### src/core/txpc_pkg.sv
// constants and types shared by the transmitter power control loop
// What this block does
// The commanded inverter input voltage stays between 2 V and 12 V, in 0.5 mV steps.
// The commanded operating frequency stays between 110 kHz and 205 kHz.
// The commanded duty cycle stays between 2 % and 50 %.
// A ping starts at 125 kHz and an input voltage between 3.5 V and 7.5 V.
// When no signal strength packet follows a ping, the power signal is removed.
// Pings repeat at rising input voltage until an acceptable signal strength arrives; the code gives up after the 7.5 V ping and sets ping_fail.
// During transfer a PID loop drives voltage, frequency and duty cycle.
// Power is adjusted mainly through the input voltage.
// The coil current amplitude is taken in 1 mA units, finer than 5 mA.
// Voltage loop: gain 1, no I or D term, output limit 1500, scaling -0.5 mV.
// Frequency loop: gain 1, no I or D term, output limit 20000, scaling 1.0 Hz.
// Duty loop: gain 1, no I or D term, output limit 20000, scaling -0.1 %.
// Every actuator target is clamped to its range after each loop update.
// Corrections go to the voltage first, and to frequency or duty only at a voltage limit.
`default_nettype none
package txpc_pkg;
  // ---------------------------------------------------------------------
  // clock and timing
  // ---------------------------------------------------------------------
  localparam int CLK_PERIOD_NS = 10;
  localparam int PING_WAIT_US = 65000; // wait for signal strength after ping start
  localparam int PING_GAP_US = 100000; // power-off gap before a retry
  localparam int PING_WAIT_CYC_DEF = PING_WAIT_US * 1000 / CLK_PERIOD_NS;
  localparam int PING_GAP_CYC_DEF = PING_GAP_US * 1000 / CLK_PERIOD_NS;

  // ---------------------------------------------------------------------
  // actuator widths and units
  // ---------------------------------------------------------------------
  localparam int VIN_W = 15; // input voltage, 0.5 mV per code
  localparam int FRQ_W = 18; // frequency, 1 Hz per code
  localparam int DTY_W = 9; // duty cycle, 0.1 % per code
  localparam int DLT_W = 17; // signed loop output
  localparam int CUR_W = 16; // coil current, 1 mA per code

  // voltage codes: half millivolt steps so the -0.5 mV scaling is exact
  localparam logic [VIN_W-1:0] VIN_MIN = 15'h0FA0; // 2.0 V
  localparam logic [VIN_W-1:0] VIN_MAX = 15'h5DC0; // 12.0 V
  localparam logic [VIN_W-1:0] PING_VIN_START = 15'h1B58; // 3.5 V
  localparam logic [VIN_W-1:0] PING_VIN_LAST = 15'h3A98; // 7.5 V
  localparam logic [VIN_W-1:0] PING_VIN_STEP = 15'h03E8; // 0.5 V per retry

  localparam logic [FRQ_W-1:0] FRQ_MIN = 18'h1ADB0; // 110 kHz
  localparam logic [FRQ_W-1:0] FRQ_MAX = 18'h320C8; // 205 kHz
  localparam logic [FRQ_W-1:0] PING_FRQ = 18'h1E848; // 125 kHz

  localparam logic [DTY_W-1:0] DTY_MIN = 9'h014; // 2 %
  localparam logic [DTY_W-1:0] DTY_MAX = 9'h1F4; // 50 %
  localparam logic [DTY_W-1:0] PING_DTY = 9'h1F4; // full 50 % during ping

  // loop output limits
  localparam logic [DLT_W-1:0] VIN_PID_LIM = 17'h005DC; // 1500
  localparam logic [DLT_W-1:0] FRQ_PID_LIM = 17'h04E20; // 20000
  localparam logic [DLT_W-1:0] DTY_PID_LIM = 17'h04E20; // 20000

  localparam logic [7:0] SS_MIN_DEF = 8'h01; // least acceptable signal strength

  typedef enum logic [1:0] {
    TXPC_IDLE,
    TXPC_PING,
    TXPC_GAP,
    TXPC_XFER
  } txpc_state_t;
endpackage
`default_nettype wire

### src/core/txpc_step_clamp.sv
// one actuator: adds a signed step and clamps the result to its range
`default_nettype none
module txpc_step_clamp #(
  parameter int W = 15
) (
  input wire logic [W-1:0] cur,
  input wire logic signed [txpc_pkg::DLT_W-1:0] delta,
  input wire logic [W-1:0] lo,
  input wire logic [W-1:0] hi,
  output logic [W-1:0] next,
  output logic clipped
);
  localparam int SW = 21; // wide enough for any width here plus the step

  logic signed [SW-1:0] sum;
  logic below;
  logic above;

  // ---------------------------------------------------------------------
  // add and clamp
  // ---------------------------------------------------------------------
  assign sum = $signed({{(SW-W){1'b0}}, cur}) + SW'(delta);
  assign below = sum < $signed({{(SW-W){1'b0}}, lo});
  assign above = sum > $signed({{(SW-W){1'b0}}, hi});
  // clipped also reports a step that pushes further into a limit already held
  assign clipped = below || above;
  assign next = below ? lo : (above ? hi : sum[W-1:0]);
endmodule
`default_nettype wire

### src/core/txpc_loop.sv
// ping sequencing and proportional power loop for a full-bridge transmitter
`default_nettype none
module txpc_loop #(
  parameter int unsigned PING_WAIT_CYC = txpc_pkg::PING_WAIT_CYC_DEF,
  parameter int unsigned PING_GAP_CYC = txpc_pkg::PING_GAP_CYC_DEF,
  parameter logic [7:0] SS_MIN = txpc_pkg::SS_MIN_DEF,
  parameter int PROP_GAIN = 1
) (
  input wire logic mclk,
  input wire logic sys_rst,
  input wire logic start,
  input wire logic stop,
  input wire logic ss_valid,
  input wire logic [7:0] ss_value,
  input wire logic ctrl_valid,
  input wire logic [txpc_pkg::CUR_W-1:0] target_ma,
  input wire logic [txpc_pkg::CUR_W-1:0] coil_ma,
  output logic power_en,
  output logic [txpc_pkg::VIN_W-1:0] vin_code,
  output logic [txpc_pkg::FRQ_W-1:0] freq_hz,
  output logic [txpc_pkg::DTY_W-1:0] duty_code,
  output logic xfer_active,
  output logic ping_fail
);
  localparam int DW = txpc_pkg::DLT_W;

  txpc_pkg::txpc_state_t state_reg, state_next;
  logic [31:0] cnt_reg, cnt_next;
  logic [txpc_pkg::VIN_W-1:0] vin_reg, vin_next;
  logic [txpc_pkg::FRQ_W-1:0] frq_reg, frq_next;
  logic [txpc_pkg::DTY_W-1:0] dty_reg, dty_next;
  logic fail_reg, fail_next;

  // ---------------------------------------------------------------------
  // loop error and per-actuator limited outputs
  // ---------------------------------------------------------------------
  logic signed [DW-1:0] err;
  logic signed [DW-1:0] pterm;
  logic signed [DW-1:0] v_pid, f_pid, d_pid;
  logic signed [DW-1:0] v_dlt, f_dlt, d_dlt;

  // error in 1 mA units, well below the 5 mA resolution bound
  assign err = $signed({1'b0, target_ma}) - $signed({1'b0, coil_ma});
  // integral and derivative gains are zero, so only the P term remains
  assign pterm = DW'(err * PROP_GAIN);
  assign v_pid = (pterm > $signed(txpc_pkg::VIN_PID_LIM)) ? $signed(txpc_pkg::VIN_PID_LIM) :
                 (pterm < -$signed(txpc_pkg::VIN_PID_LIM)) ? -$signed(txpc_pkg::VIN_PID_LIM) :
                 pterm;
  assign f_pid = (pterm > $signed(txpc_pkg::FRQ_PID_LIM)) ? $signed(txpc_pkg::FRQ_PID_LIM) :
                 (pterm < -$signed(txpc_pkg::FRQ_PID_LIM)) ? -$signed(txpc_pkg::FRQ_PID_LIM) :
                 pterm;
  assign d_pid = (pterm > $signed(txpc_pkg::DTY_PID_LIM)) ? $signed(txpc_pkg::DTY_PID_LIM) :
                 (pterm < -$signed(txpc_pkg::DTY_PID_LIM)) ? -$signed(txpc_pkg::DTY_PID_LIM) :
                 pterm;
  // new = old - scaling * pid; scaling -0.5 mV is one code up per unit
  assign v_dlt = v_pid;
  // scaling +1 Hz: more current wanted means lower frequency
  assign f_dlt = -f_pid;
  // scaling -0.1 %: one duty code up per unit
  assign d_dlt = d_pid;

  // ---------------------------------------------------------------------
  // clamped candidate targets
  // ---------------------------------------------------------------------
  logic [txpc_pkg::VIN_W-1:0] vin_cand;
  logic [txpc_pkg::FRQ_W-1:0] frq_cand;
  logic [txpc_pkg::DTY_W-1:0] dty_cand;
  logic v_clip, f_clip;

  txpc_step_clamp #(.W(txpc_pkg::VIN_W)) u_vin (
    .cur(vin_reg), .delta(v_dlt), .lo(txpc_pkg::VIN_MIN), .hi(txpc_pkg::VIN_MAX),
    .next(vin_cand), .clipped(v_clip)
  );
  txpc_step_clamp #(.W(txpc_pkg::FRQ_W)) u_frq (
    .cur(frq_reg), .delta(f_dlt), .lo(txpc_pkg::FRQ_MIN), .hi(txpc_pkg::FRQ_MAX),
    .next(frq_cand), .clipped(f_clip)
  );
  txpc_step_clamp #(.W(txpc_pkg::DTY_W)) u_dty (
    .cur(dty_reg), .delta(d_dlt), .lo(txpc_pkg::DTY_MIN), .hi(txpc_pkg::DTY_MAX),
    .next(dty_cand), .clipped()
  );

  // ---------------------------------------------------------------------
  // decode of events
  // ---------------------------------------------------------------------
  wire in_ping = state_reg == txpc_pkg::TXPC_PING;
  wire in_xfer = state_reg == txpc_pkg::TXPC_XFER;
  wire ss_good = ss_valid && (ss_value >= SS_MIN);
  wire ping_timeout = in_ping && !ss_good && (cnt_reg >= PING_WAIT_CYC - 1);
  wire ping_reject = in_ping && ss_valid && !ss_good;
  wire gap_done = (state_reg == txpc_pkg::TXPC_GAP) && (cnt_reg >= PING_GAP_CYC - 1);
  wire vin_exhausted = (vin_reg + txpc_pkg::PING_VIN_STEP) > txpc_pkg::PING_VIN_LAST;
  wire loop_upd = in_xfer && ctrl_valid && !stop;

  // ---------------------------------------------------------------------
  // next-state logic
  // ---------------------------------------------------------------------
  always_comb begin
    state_next = state_reg;
    cnt_next = cnt_reg + 32'h00000001;
    vin_next = vin_reg;
    frq_next = frq_reg;
    dty_next = dty_reg;
    fail_next = fail_reg;
    unique case (state_reg)
      txpc_pkg::TXPC_IDLE: begin
        cnt_next = 32'h00000000;
        if (start) begin
          state_next = txpc_pkg::TXPC_PING;
          vin_next = txpc_pkg::PING_VIN_START;
          frq_next = txpc_pkg::PING_FRQ;
          dty_next = txpc_pkg::PING_DTY;
          fail_next = 1'b0;
        end
      end
      txpc_pkg::TXPC_PING: begin
        if (ss_good) begin
          state_next = txpc_pkg::TXPC_XFER;
          cnt_next = 32'h00000000;
        end else if (ping_timeout || ping_reject) begin
          // power is withdrawn first; the retry comes after the gap
          cnt_next = 32'h00000000;
          if (vin_exhausted) begin
            state_next = txpc_pkg::TXPC_IDLE;
            fail_next = 1'b1;
          end else begin
            state_next = txpc_pkg::TXPC_GAP;
          end
        end
      end
      txpc_pkg::TXPC_GAP: begin
        if (gap_done) begin
          state_next = txpc_pkg::TXPC_PING;
          cnt_next = 32'h00000000;
          vin_next = vin_reg + txpc_pkg::PING_VIN_STEP;
        end
      end
      txpc_pkg::TXPC_XFER: begin
        cnt_next = 32'h00000000;
        if (stop) begin
          state_next = txpc_pkg::TXPC_IDLE;
        end else if (loop_upd) begin
          vin_next = vin_cand;
          // voltage pinned: spill into frequency, then into duty
          if (v_clip) begin
            if (!f_clip) begin
              frq_next = frq_cand;
            end else begin
              frq_next = frq_cand;
              dty_next = dty_cand;
            end
          end
        end
      end
    endcase
  end

  // ---------------------------------------------------------------------
  // state registers
  // ---------------------------------------------------------------------
  always_ff @(posedge mclk) begin
    if (sys_rst) begin
      state_reg <= txpc_pkg::TXPC_IDLE;
      cnt_reg <= 32'h00000000;
      vin_reg <= txpc_pkg::PING_VIN_START;
      frq_reg <= txpc_pkg::PING_FRQ;
      dty_reg <= txpc_pkg::PING_DTY;
      fail_reg <= 1'b0;
    end else begin
      state_reg <= state_next;
      cnt_reg <= cnt_next;
      vin_reg <= vin_next;
      frq_reg <= frq_next;
      dty_reg <= dty_next;
      fail_reg <= fail_next;
    end
  end

  // ---------------------------------------------------------------------
  // outputs
  // ---------------------------------------------------------------------
  // the bridge is only on while pinging or transferring
  assign power_en = in_ping || in_xfer;
  assign vin_code = vin_reg;
  assign freq_hz = frq_reg;
  assign duty_code = dty_reg;
  assign xfer_active = in_xfer;
  assign ping_fail = fail_reg;
endmodule
`default_nettype wire

### config.mk
export PLATFORM = sky130hd
export DESIGN_NAME = txpc_loop
export DESIGN_NICKNAME = d
export VERILOG_FILES = /design/src/core/txpc_pkg.sv /design/src/core/txpc_step_clamp.sv /design/src/core/txpc_loop.sv
export SDC_FILE = /design/constraint.sdc
export NUM_CORES = 1
export LEC_CHECK = 0
export BUFFER_PORTS_ARGS = -buffer_cell sky130_fd_sc_hd__buf_2
export CAP_MARGIN = 20
export CORE_ASPECT_RATIO = 2
export CORE_UTILIZATION = 64
export CTS_BUF_LIST = sky130_fd_sc_hd__clkbuf_2 sky130_fd_sc_hd__clkbuf_4 sky130_fd_sc_hd__clkbuf_8
export DETAILED_ROUTE_END_ITERATION = 8
export HOLD_SLACK_MARGIN = 0.12
export MAX_ROUTING_LAYER = met4
export PLACE_DENSITY_LB_ADDON = 0.05
export REMOVE_ABC_BUFFERS = 1
export SLEW_MARGIN = 20
export SYNTH_ARGS = -nofsm -noshare
export SYNTH_HDL_FRONTEND = slang
export SYNTH_HIERARCHICAL = 1
export SYNTH_SLANG_ARGS = --single-unit
### constraint.sdc
create_clock -name mclk -period 9.5 [get_ports mclk]
set_input_delay 0.95 -clock mclk [delete_from_list [all_inputs] [get_ports mclk]]
set_output_delay 0.95 -clock mclk [all_outputs]
set_load 0.01 [all_outputs]
### Yosys cells after proc, flatten, opt, wreduce, memory -nomap -nowiden

Cells that the tools add are included.

* bits of input ports: 46
* word-level logic and storage cells: 107
* flip-flop bits (word level): 77

* magnitude comparators: 14
* reductions and logical operators: 24
* muxes and demuxes: 42
* equality and inequality tests: 14
* $add $sub $neg: 7

Operators by type and width (count)
* 18-bit two-way mux: 6
* 32-bit two-way mux: 3
* 32-bit one-hot mux with 3 select lines: 1
* 15-bit two-way mux: 6
* 17-bit two-way mux: 4
* 9-bit two-way mux: 7
* 15-bit one-hot mux with 3 select lines: 1
* 18-bit one-hot mux with 2 select lines: 1
* 32-bit by 1-bit adder with 32-bit output, second input constant: 1
* 32-bit by 23-bit greater-or-equal comparator with 1-bit output, second input constant: 1
* 32-bit by 24-bit greater-or-equal comparator with 1-bit output, second input constant: 1
* 21-bit by 10-bit > comparator with 1-bit output, second input constant: 1
* 21-bit by 16-bit > comparator with 1-bit output, second input constant: 1
* 21-bit by 19-bit > comparator with 1-bit output, second input constant: 1
* 21-bit by 13-bit < comparator with 1-bit output, second input constant: 1
* 21-bit by 18-bit < comparator with 1-bit output, second input constant: 1
* 21-bit by 6-bit < comparator with 1-bit output, second input constant: 1
* 19-bit by 17-bit adder with 20-bit output: 1
* 10-bit by 17-bit adder with 18-bit output: 1
* 16-bit by 17-bit adder with 18-bit output: 1
* 9-bit one-hot mux with 2 select lines: 1
* 17-bit by 12-bit > comparator with 1-bit output, second input constant: 1
* 17-bit by 16-bit > comparator with 1-bit output, second input constant: 1
* 17-bit by 12-bit < comparator with 1-bit output, second input constant: 1
* other kinds (25): 56

### Depth between registers and ports, before layout

Gate-level depths: netlist (run 1).

* depth in word-level cells: 13
* depth in mapped cells: 45
* depth with buffers taken out: 40

### Hierarchy

Netlist (run 1), hierarchy kept.

By module, submodules not included
* txpc_loop: instances 1, area each 5524.0 µm², cells an instance 719, sequential area each 1541.5 µm²
* txpc_step_clamp at u_frq: instances 1, area each 2220.9 µm², cells an instance 282, sequential area each 0.0 µm²
* txpc_step_clamp at u_vin: instances 1, area each 2080.7 µm², cells an instance 298, sequential area each 0.0 µm²
* txpc_step_clamp at u_dty: instances 1, area each 1311.3 µm², cells an instance 175, sequential area each 0.0 µm²

### Worst setup path after synthesis (run 1)

No wires, ideal clock.

* path kind: input -> register
* from: in target_ma[0] (netlist bit)
* to: reg dty_reg, in the netlist duty_code[0]
* data arrival time: 8530 ps
* library setup time: 70 ps
* setup slack: 900 ps
* data required time: 9430 ps
* stages on the path: 43
* path through: inv_1 -> ha_1 -> fa_1 -> nor2b_1 -> o211ai_1 -> a21oi_1 -> a21oi_2 -> xnor2_1 -> o311a_1 -> o211ai_1 -> and2_1 -> buf_6 -> or2_1 -> ha_1 -> nand3_1 -> or3_1 -> nor2_1 -> xor2_1 -> (+7 left out) -> nor2_1 -> xor2_1 -> ha_1 -> nand4_1 -> nor4_4 -> a221oi_2 -> a22oi_2 -> nor3_1 -> a21oi_2 -> buf_6 -> buf_4 -> or2_1 -> nand2_1 -> nor2_1 -> o21ba_2 -> clkbuf_1 -> nand3_1 -> a21oi_1

* elaborated cells between the ends (all ways): 31
* classes of those cells: 5 x add/sub; 10 x order compare; 2 x eq/ne; 11 x mux; 3 x reduce/logical

RTL lines
* start: declaration: line txpc_loop.sv:16 `input wire logic [txpc_pkg::CUR_W-1:0] target_ma,`
* 16-bit by 16-bit subtractor with 17-bit output *: line txpc_loop.sv:43 `assign err = $signed({1'b0, target_ma}) - $signed({1'b0, coil_ma});`
* 17-bit by 16-bit < comparator with 1-bit output: line txpc_loop.sv:50 `(pterm < -$signed(txpc_pkg::FRQ_PID_LIM)) ? -$signed(txpc_pkg::FRQ_PID_LIM) :`
* 17-bit two-way mux: line txpc_loop.sv:50
* 17-bit two-way mux *: line txpc_loop.sv:49 `assign f_pid = (pterm > $signed(txpc_pkg::FRQ_PID_LIM)) ? $signed(txpc_pkg::FRQ_PID_LIM) :`
* 17-bit negation *: line txpc_loop.sv:58 `assign f_dlt = -f_pid;`
* named net f_dlt[12]: line txpc_loop.sv:40 `logic signed [DW-1:0] v_dlt, f_dlt, d_dlt;`
* 19-bit by 17-bit adder with 20-bit output *: line txpc_step_clamp.sv:22 `assign sum = $signed({{(SW-W){1'b0}}, cur}) + SW'(delta);`
* 21-bit by 18-bit < comparator with 1-bit output / 21-bit by 19-bit > comparator with 1-bit output (equally long branches): line txpc_step_clamp.sv:23, txpc_step_clamp.sv:24
* 1-bit logical OR *: line txpc_step_clamp.sv:26 `assign clipped = below || above;`
* named net f_clip: line txpc_loop.sv:68 `logic v_clip, f_clip;`
* 2-bit != test (no line) *
* 6-bit AND reduction (no line) *
* end signal: assignment: line txpc_loop.sv:167 `dty_reg <= txpc_pkg::PING_DTY;`
* end signal: assignment: line txpc_loop.sv:174 `dty_reg <= dty_next;`
* end: declaration: line txpc_loop.sv:31 `logic [txpc_pkg::DTY_W-1:0] dty_reg, dty_next;`

The timed path passes the listed nets; every way through them passes the cells marked *. The select of a mux whose other input is x is not followed.
A chain may end at the register's enable or synchronous reset.

### Final worst setup path (run 1)

* from: in coil_ma[6] (netlist bit)
* to: reg frq_reg, in the netlist freq_hz[0]

* word-level cells in the longest chain between the ends: 13
* elaborated cells between the ends (all ways): 25
* classes of those cells: 4 x add/sub; 8 x order compare; 1 x eq/ne; 10 x mux; 2 x reduce/logical

RTL lines
* start: declaration: line txpc_loop.sv:17 `input wire logic [txpc_pkg::CUR_W-1:0] coil_ma,`
* 16-bit by 16-bit subtractor with 17-bit output *: line txpc_loop.sv:43
* 17-bit by 16-bit < comparator with 1-bit output: line txpc_loop.sv:50
* 17-bit two-way mux: line txpc_loop.sv:50
* 17-bit two-way mux *: line txpc_loop.sv:49
* 17-bit negation *: line txpc_loop.sv:58
* named net f_dlt[2]: line txpc_loop.sv:40
* 19-bit by 17-bit adder with 20-bit output *: line txpc_step_clamp.sv:22
* 21-bit by 19-bit > comparator with 1-bit output: line txpc_step_clamp.sv:24 `assign above = sum > $signed({{(SW-W){1'b0}}, hi});`
* 18-bit two-way mux: line txpc_step_clamp.sv:27 `assign next = below ? lo : (above ? hi : sum[W-1:0]);`
* 18-bit two-way mux *: line txpc_step_clamp.sv:27
* named net frq_cand, one bit: line txpc_loop.sv:66 `logic [txpc_pkg::FRQ_W-1:0] frq_cand;`
* 18-bit two-way mux *: line txpc_loop.sv:145 `if (v_clip) begin`
* 18-bit two-way mux *: line txpc_loop.sv:142 `end else if (loop_upd) begin`
* 18-bit two-way mux *: line txpc_loop.sv:140 `if (stop) begin`
* 18-bit one-hot mux with 2 select lines *: line txpc_loop.sv:105 `unique case (state_reg)`
* end signal: assignment: line txpc_loop.sv:166 `frq_reg <= txpc_pkg::PING_FRQ;`
* end signal: assignment: line txpc_loop.sv:173 `frq_reg <= frq_next;`
* end: declaration: line txpc_loop.sv:30 `logic [txpc_pkg::FRQ_W-1:0] frq_reg, frq_next;`

Marks and branches as above.

==> results.json, run 1 <==
{
  "cts_tree": "yes",
  "finalCritPeriodShare": 0.942,
  "multi_input_area_um2": 9380,
  "cp_data_arrival_time_ns": 9.20,
  "grt_max_degree": 47,
  "vdd_ir_drop_max_v": 0.000176,
  "vias_per_cell": 6.18,
  "path_common_cell": "a21o_1",
  "htree_levels": 3,
  "grt_pass1_vias": 11700,
  "insertion_delay_ns": 0.38,
  "hold_violations": 0,
  "core_area_um2": 16800,
  "fp.dieArea_um2": 18000,
  "grtUsageTotal": 0.399,
  "relSlewSlack": 0.311,
  "cp_slowest_cell": "a2111oi_2",
  "critPathMaxStageDelay_ns": 0.52,
  "wl_per_cell_um": 17.9,
  "cts-root-buf": "clkbuf_8",
  "largest_reg_flops": 32,
  "regArea_um2": 1540,
  "syn_to_final_growth_pct": 12.7,
  "antenna_found_initial": 1,
  "start_kind": "input pin",
  "ioPinCount": 91,
  "clkSlewWorstSetupHoldPaths_ns": 0.09,
  "fin_util": 0.745,
  "hpwl_um": 27700,
  "required_ns": 9.75,
  "syn_avg_cell_area_um2": 7.56,
  "grt_pass1_wl_um": 54300,
  "path_class": "in -> reg",
  "hp-class": "reg -> reg",
  "finalSetupViolCount": 0,
  "fill_cells": 1415,
  "rsz0062_at_grt": "no",
  "synthesis.area_um2": 11100,
  "drt_iter0_drc": 457,
  "fmax_mhz": 112,
  "endpoint_kind": "flip-flop",
  "grt-ovfl-total": 0,
  "synth_cells": 1473,
  "cts_buffers": 9,
  "ctsHoldBuffers": 0,
  "period_needed_ns": 8.95,
  "wl_um": 34100,
  "powerDensity_nw_per_um2": 190,
  "path_max_fanout": 18,
  "die_x_um": 95.3,
  "drive_above_1_share": 0.126,
  "final_net_count": 1890,
  "drtPass1Iterations": 5,
  "outcome": "finished clean",
  "vias": 11800,
  "dp.cells": 1890,
  "clock_path_buffers": 2,
  "synth_warnings": 6,
  "portBuffers": 90,
  "worst_pin_slew_ns": 1.02,
  "start_util": 0.661,
  "drv_slew": 0,
  "instances_no_fill": 1909,
  "max-cap-violations": 0,
  "clock_sinks": 77,
  "gp_congestion": 1.03,
  "final_antenna_net_count": 0,
  "rows": 67,
  "power_leakage_nw": 5.87,
  "drc": 0,
  "fin_skew_ns": 0.0135,
  "die_y_um": 189
}
layout by cell type (no fill, tap or decap), types with 14 or more instances in the layout:
master,n
o21ai_1,14
and3_1,15
buf_2,90
a21o_1,33
o211ai_1,17
a21oi_1,94
o21ai_0,87
conb_1,152
o21a_1,24
xor2_1,34
nor2_1,110
buf_4,24
nor3_1,45
ha_1,144
xnor2_1,47
nand2_1,100
nand3_1,65
a31oi_1,39
nand4_1,17
dfxtp_1,77
inv_1,132
nand2b_1,16
o21bai_1,22
a211oi_1,19
mux2i_1,38
final cells by class:
cell class,count,area share
multi-input cells,1356,0.747
clock inverters,7,0.00509
well taps,207,0.0206
repair buffers,116,0.0535
flip-flops and latches,77,0.123
clock buffers,9,0.00987
inverters,135,0.0404
diodes,2,0.000399
metal layers:
| layer | part of all wire | up-vias | track usage |
|---|---|---|---|
| li1 | - | 5735 | - |
| met3 | 0.052 | 228 | 0.0686 |
| met5 | 0 | - | - |
| met4 | 0.11 | 0 | 0.382 |
| met1 | 0.32 | 5411 | 0.327 |
| met2 | 0.52 | 422 | 0.712 |
worst paths after layout:
path / from / end / slack [ns] / depth (start not counted)
max reg2reg: vin_code[0]$_SDFFE_PP0P_ / freq_hz[7]$_SDFFE_PP0P_ / 3.94 / 20
max: coil_ma[6] / freq_hz[0]$_SDFFE_PP0P_ / 0.55 / 38
min reg2reg: ping_fail$_SDFFE_PP0P_ / ping_fail$_SDFFE_PP0P_ / 0.48 / 2
min: ping_fail$_SDFFE_PP0P_ / ping_fail$_SDFFE_PP0P_ / 0.48 / 2
what timing repair did:
item,4_1_cts,5_1_grt
buffers inserted,0,1
gates resized for setup,0,8
endpoints found under the setup margin,0,35
worst max-delay path, delay by kind of cell:
kind            cells  cell delay, ns
compound gates     21            4.84
xor+xnor            2            0.39
fa+ha+maj           4            1.42
buf+inv             4            0.47
mux                 2            0.44
simple gates        5            0.63
report_power, final:
group / internal (mW) / switching [mW] / total (mW)
Clock: 0.101 / 0.149 / 0.250
Sequential: 0.330 / 0.0159 / 0.346
Combinational: 0.693 / 1.09 / 1.78
Total: 1.12 / 1.25 / 2.38
through the flow:
step	TNS (ns)	hold WS (ns)	setup WS [ns]	area, um^2	power [mW]
after global routing	0	0.500	0.126	12500	2.55
after global placement	-0.0306	0.445	-0.0306	12300	2.03
final	0	0.478	0.554	12500	2.38
after CTS	0	0.484	0.265	12500	2.31
after detailed placement	-0.383	0.471	-0.0558	12300	2.06
after floorplan	-0.0847	0.430	-0.0847	11400	1.59
No activity file was read; power rests on OpenSTA's default activity.
==> run 2: changes to the inputs <==
--- a/config.mk
+++ b/config.mk
@@ -5,6 +5,7 @@
 export SDC_FILE = /design/constraint.sdc
 export NUM_CORES = 1
 export LEC_CHECK = 0
+export ABC_AREA = 1
 export BUFFER_PORTS_ARGS = -buffer_cell sky130_fd_sc_hd__buf_2
 export CAP_MARGIN = 20
 export CORE_ASPECT_RATIO = 2
==> results.json, run 2 <==
{
  "synth_cells": 2059,
  "drc": 0,
  "antenna_found_initial": 0,
  "cp_data_arrival_time_ns": 8.88,
  "synth_warnings": 6,
  "insertion_delay_ns": 0.38,
  "path_common_cell": "nand2_1",
  "synthesis.area_um2": 12000,
  "start_util": 0.657,
  "grt_pass1_wl_um": 61200,
  "hp-class": "reg -> reg",
  "relSlewSlack": 0.299,
  "min_to": "cnt_reg[0]$_SDFF_PP0_",
  "hold_depth": 1,
  "r2r-start": "freq_hz[0]$_SDFFE_PP0P_",
  "drv_slew": 0,
  "finalSetupViolCount": 0,
  "fin_skew_ns": 0.0142,
  "grt-ovfl-total": 0,
  "htree_levels": 3,
  "syn_avg_cell_area_um2": 5.84,
  "max-cap-violations": 0,
  "vias": 13700,
  "start_kind": "input pin",
  "cts_buffers": 9,
  "most-common-layout-cells": "612 x nand2_1, 364 x inv_1, 150 x nand3_1, 150 x nor2_1, 145 x ha_1",
  "largest_reg_flops": 32,
  "syn_to_final_growth_pct": 11.0,
  "rsz0062_at_grt": "no",
  "path_class": "in -> reg",
  "hold_ws_ns": 0.460,
  "drive_above_1_share": 0.0958,
  "mostFrequentLayoutCell": "nand2_1",
  "die_x_um": 98.9,
  "antenna_cells": 0,
  "ctsHoldBuffers": 0,
  "finalSetupTns_ns": 0,
  "portBuffers": 90,
  "reg2regPathDepth": 25,
  "outcome": "finished clean",
  "critPathMaxStageDelay_ns": 0.64,
  "endpoint_kind": "flip-flop",
  "vias_per_cell": 5.49,
  "powerDensity_nw_per_um2": 188,
  "cts_resized": 0,
  "fill_cells": 1687,
  "grtUsageTotal": 0.412,
  "hpwl_um": 30800,
  "drt_iter0_drc": 729,
  "period_needed_ns": 8.58,
  "rows": 70,
  "drtPass1Iterations": 5,
  "required_ns": 9.80,
  "fmax_mhz": 117,
  "final_antenna_net_count": 0,
  "wl_um": 37600,
  "hold_violations": 0,
  "ioPinCount": 91,
  "fp.dieArea_um2": 19400,
  "power_leakage_nw": 7.60,
  "clock_sinks": 77,
  "grt_max_degree": 41,
  "reg2reg_slack_ns": 4.09,
  "wl_per_cell_um": 15.1,
  "final_net_count": 2465,
  "cts_tree": "yes",
  "cts-root-buf": "clkbuf_8",
  "vdd_ir_drop_max_v": 0.000173,
  "die_y_um": 196,
  "core_area_um2": 18300,
  "cp_slowest_cell": "a211oi_1",
  "clkSlewWorstSetupHoldPaths_ns": 0.10,
  "clock_path_buffers": 2,
  "path_max_fanout": 19,
  "r2r-end": "duty_code[0]$_SDFFE_PP0P_",
  "min_from": "cnt_reg[0]$_SDFF_PP0_",
  "worst_pin_slew_ns": 1.05,
  "finalCritPeriodShare": 0.903,
  "gp_congestion": 0.998,
  "cts_setup_buffers": 0,
  "grt_pass1_vias": 13300
}
[run 2: routing by layer]
metal,global-route usage,up-vias,share of wire
li1,-,6889,-
met1,0.349,6063,0.32
met2,0.761,502,0.52
met3,0.0566,219,0.052
met4,0.378,0,0.10
met5,-,-,0
[run 2: power breakdown]
group          switching, mW  total [mW]  internal (mW)
clock network          0.154       0.307          0.153
logic                   1.24        1.84          0.607
registers             0.0231       0.360          0.337
total                   1.41        2.51           1.10
[run 2: through the flow]
stage	instance area, um^2	cells	util	power [mW]	worst slack, ns
after floorplan	12400	2164	-	1.68	2.51
after global placement	13100	2475	0.717	2.10	1.25
after detailed placement	13100	2475	0.717	2.14	0.990
after CTS	13300	2491	0.729	2.45	1.29
after global routing	13300	2491	0.729	2.74	0.116
final	13300	2491	0.729	2.51	0.920
[run 2: worst max-delay path, delay by kind of cell]
family          cells  cell delay, ns
xor+xnor            2            0.37
fa+ha+maj           5            1.51
compound gates      8            2.09
simple gates       25            2.95
buf+inv             8            1.00
[run 2: worst max-delay path by stage]
stage	start	to	slack [ns]	cells after the start
2_1_floorplan	target_ma[0]	duty_code[0]$_SDFFE_PP0P_	2.51	45
3_3_place_gp	target_ma[0]	duty_code[3]$_SDFFE_PP0P_	1.25	49
3_5_place_dp	target_ma[0]	duty_code[0]$_SDFFE_PP0P_	0.99	48
4_1_cts	target_ma[0]	duty_code[0]$_SDFFE_PP0P_	1.29	48
5_1_grt	target_ma[0]	duty_code[3]$_SDFFE_PP0P_	0.12	48
6_report	target_ma[0]	duty_code[0]$_SDFFE_PP0P_	0.92	48
[run 2: cell type report]
| cell class | count | area (um^2) | area share |
|---|---|---|---|
| Inverter | 377 | 1420 | 0.106 |
| Clock buffer | 9 | 124 | 0.00928 |
| Clock inverter | 7 | 103 | 0.00769 |
| Multi-Input combinational cell | 1710 | 9400 | 0.704 |
| Sequential cell | 77 | 1540 | 0.116 |
| Timing Repair Buffer | 95 | 488 | 0.0366 |
| Tap cell | 216 | 270 | 0.0203 |
==> run 3: changes to the inputs <==
--- a/config.mk
+++ b/config.mk
@@ -9,6 +9,7 @@
 export BUFFER_PORTS_ARGS = -buffer_cell sky130_fd_sc_hd__buf_2
 export CAP_MARGIN = 20
 export CORE_ASPECT_RATIO = 2
+export CORE_MARGIN = 10
 export CORE_UTILIZATION = 64
 export CTS_BUF_LIST = sky130_fd_sc_hd__clkbuf_2 sky130_fd_sc_hd__clkbuf_4 sky130_fd_sc_hd__clkbuf_8
 export DETAILED_ROUTE_END_ITERATION = 8
==> results.json, run 3 (synthesis results as in run 2) <==
{
  "outcome": "finished clean",
  "cp_data_arrival_time_ns": 8.60,
  "largest_reg_flops": 32,
  "insertion_delay_ns": 0.41,
  "cts-root-buf": "clkbuf_8",
  "core_area_um2": 18400,
  "die_x_um": 117,
  "finalSetupViolCount": 0,
  "path_max_fanout": 19,
  "grt_pass1_vias": 13500,
  "clock_sinks": 77,
  "clkSlewWorstSetupHoldPaths_ns": 0.09,
  "hpwl_um": 31900,
  "required_ns": 9.77,
  "fp.dieArea_um2": 25000,
  "r2r-start": "vin_code[3]$_SDFFE_PP1P_",
  "fin_util": 0.725,
  "period_needed_ns": 8.33,
  "hold_depth": 1,
  "vias": 13800,
  "cts_setup_buffers": 0,
  "reg2reg_slack_ns": 4.31,
  "power.total_mw": 2.50,
  "gp_congestion": 1.01,
  "drv_slew": 0,
  "r2r-end": "freq_hz[3]$_SDFFE_PP1P_",
  "endpoint_kind": "flip-flop",
  "fin_skew_ns": 0.0321,
  "drtPass1Iterations": 6,
  "antenna_cells": 0,
  "grt-ovfl-total": 0,
  "wl_um": 39200,
  "rows": 70,
  "drt_iter0_drc": 780,
  "drive_above_1_share": 0.0954,
  "start_util": 0.653,
  "hold_violations": 0,
  "path_common_cell": "nand2_1",
  "antenna_found_initial": 0,
  "min_to": "cnt_reg[0]$_SDFF_PP0_",
  "cts_resized": 0,
  "powerDensity_nw_per_um2": 188,
  "mostFrequentLayoutCell": "nand2_1",
  "htree_levels": 3,
  "max-cap-violations": 0,
  "worst_pin_slew_ns": 1.10,
  "instances_no_fill": 2490,
  "syn_to_final_growth_pct": 11.0,
  "relSlewSlack": 0.266,
  "ioPinCount": 91,
  "finalCritPeriodShare": 0.877,
  "grt_max_degree": 41,
  "ctsHoldBuffers": 0,
  "power_leakage_nw": 7.59,
  "fmax_mhz": 120,
  "most-common-layout-cells": "612 x nand2_1, 364 x inv_1, 150 x nand3_1, 150 x nor2_1, 145 x ha_1",
  "cp_slowest_cell": "nand4_2",
  "vdd_ir_drop_max_v": 0.000147,
  "clock_path_buffers": 2,
  "portBuffers": 90,
  "cts_tree": "yes",
  "start_kind": "input pin",
  "final_antenna_net_count": 0,
  "grt_pass1_wl_um": 62100,
  "hp-class": "reg -> reg",
  "cts_buffers": 9,
  "grtUsageTotal": 0.322,
  "dp.cells": 2474,
  "critPathMaxStageDelay_ns": 0.58,
  "min_from": "cnt_reg[0]$_SDFF_PP0_",
  "drc": 0,
  "die_y_um": 214,
  "rsz0062_at_grt": "no",
  "finalSetupTns_ns": 0,
  "reg2regPathDepth": 23,
  "hold_ws_ns": 0.454,
  "final_net_count": 2464,
  "vias_per_cell": 5.53,
  "wl_per_cell_um": 15.7,
  "path_class": "in -> reg"
}
[run 3: cell count changes in the layout (fill, tap and decap cells not counted)]
cell   delta
buf_4     -1
[run 3: worst max path at each step]
stage	slack, ns	cells past startpoint	from	endpoint
3_5_place_dp	0.87	44	target_ma[0]	duty_code[3]$_SDFFE_PP0P_
3_3_place_gp	1.14	44	target_ma[0]	duty_code[2]$_SDFFE_PP1P_
4_1_cts	1.28	48	target_ma[0]	duty_code[3]$_SDFFE_PP0P_
2_1_floorplan	2.51	45	target_ma[0]	duty_code[0]$_SDFFE_PP0P_
6_report	1.17	44	target_ma[0]	duty_code[8]$_SDFFE_PP1P_
5_1_grt	0.47	44	target_ma[0]	duty_code[5]$_SDFFE_PP1P_
[run 3: per-stage QoR]
step           worst slack (ns)  cell area, um^2
2_1_floorplan              2.51            12400
3_3_place_gp               1.14            13100
3_5_place_dp              0.865            13100
4_1_cts                    1.28            13300
5_1_grt                   0.471            13300
6_report                   1.17            13300
[run 3: worst max-delay path, delay by kind of cell]
kind            cells  cell delay (ns)
simple gates       24             3.77
buf+inv             6             0.63
compound gates      7             1.31
fa+ha+maj           5             1.56
xor+xnor            2             0.37
[run 3: metal layers]
| metal | wire length [um] | GRT usage |
|---|---|---|
| met1 | 13000 | 0.278 |
| met2 | 20500 | 0.587 |
| met3 | 1890 | 0.0383 |
| met4 | 3830 | 0.287 |
| met5 | 0 | - |
[run 3: layout make-up]
cell class | instances | area, um^2
Clock buffer | 9 | 124
Clock inverter | 7 | 103
Fill cell | 1665 | 5060
Inverter | 377 | 1420
Multi-Input combinational cell | 1710 | 9400
Sequential cell | 77 | 1540
Tap cell | 216 | 270
Timing Repair Buffer | 94 | 480
[run 3: power by group]
part / internal, mW / switching (mW) / leakage (nW)
registers: 0.337 / 0.0240 / 0.629
clock network: 0.153 / 0.163 / 0.117
logic: 0.605 / 1.22 / 6.85
total: 1.09 / 1.41 / 7.59
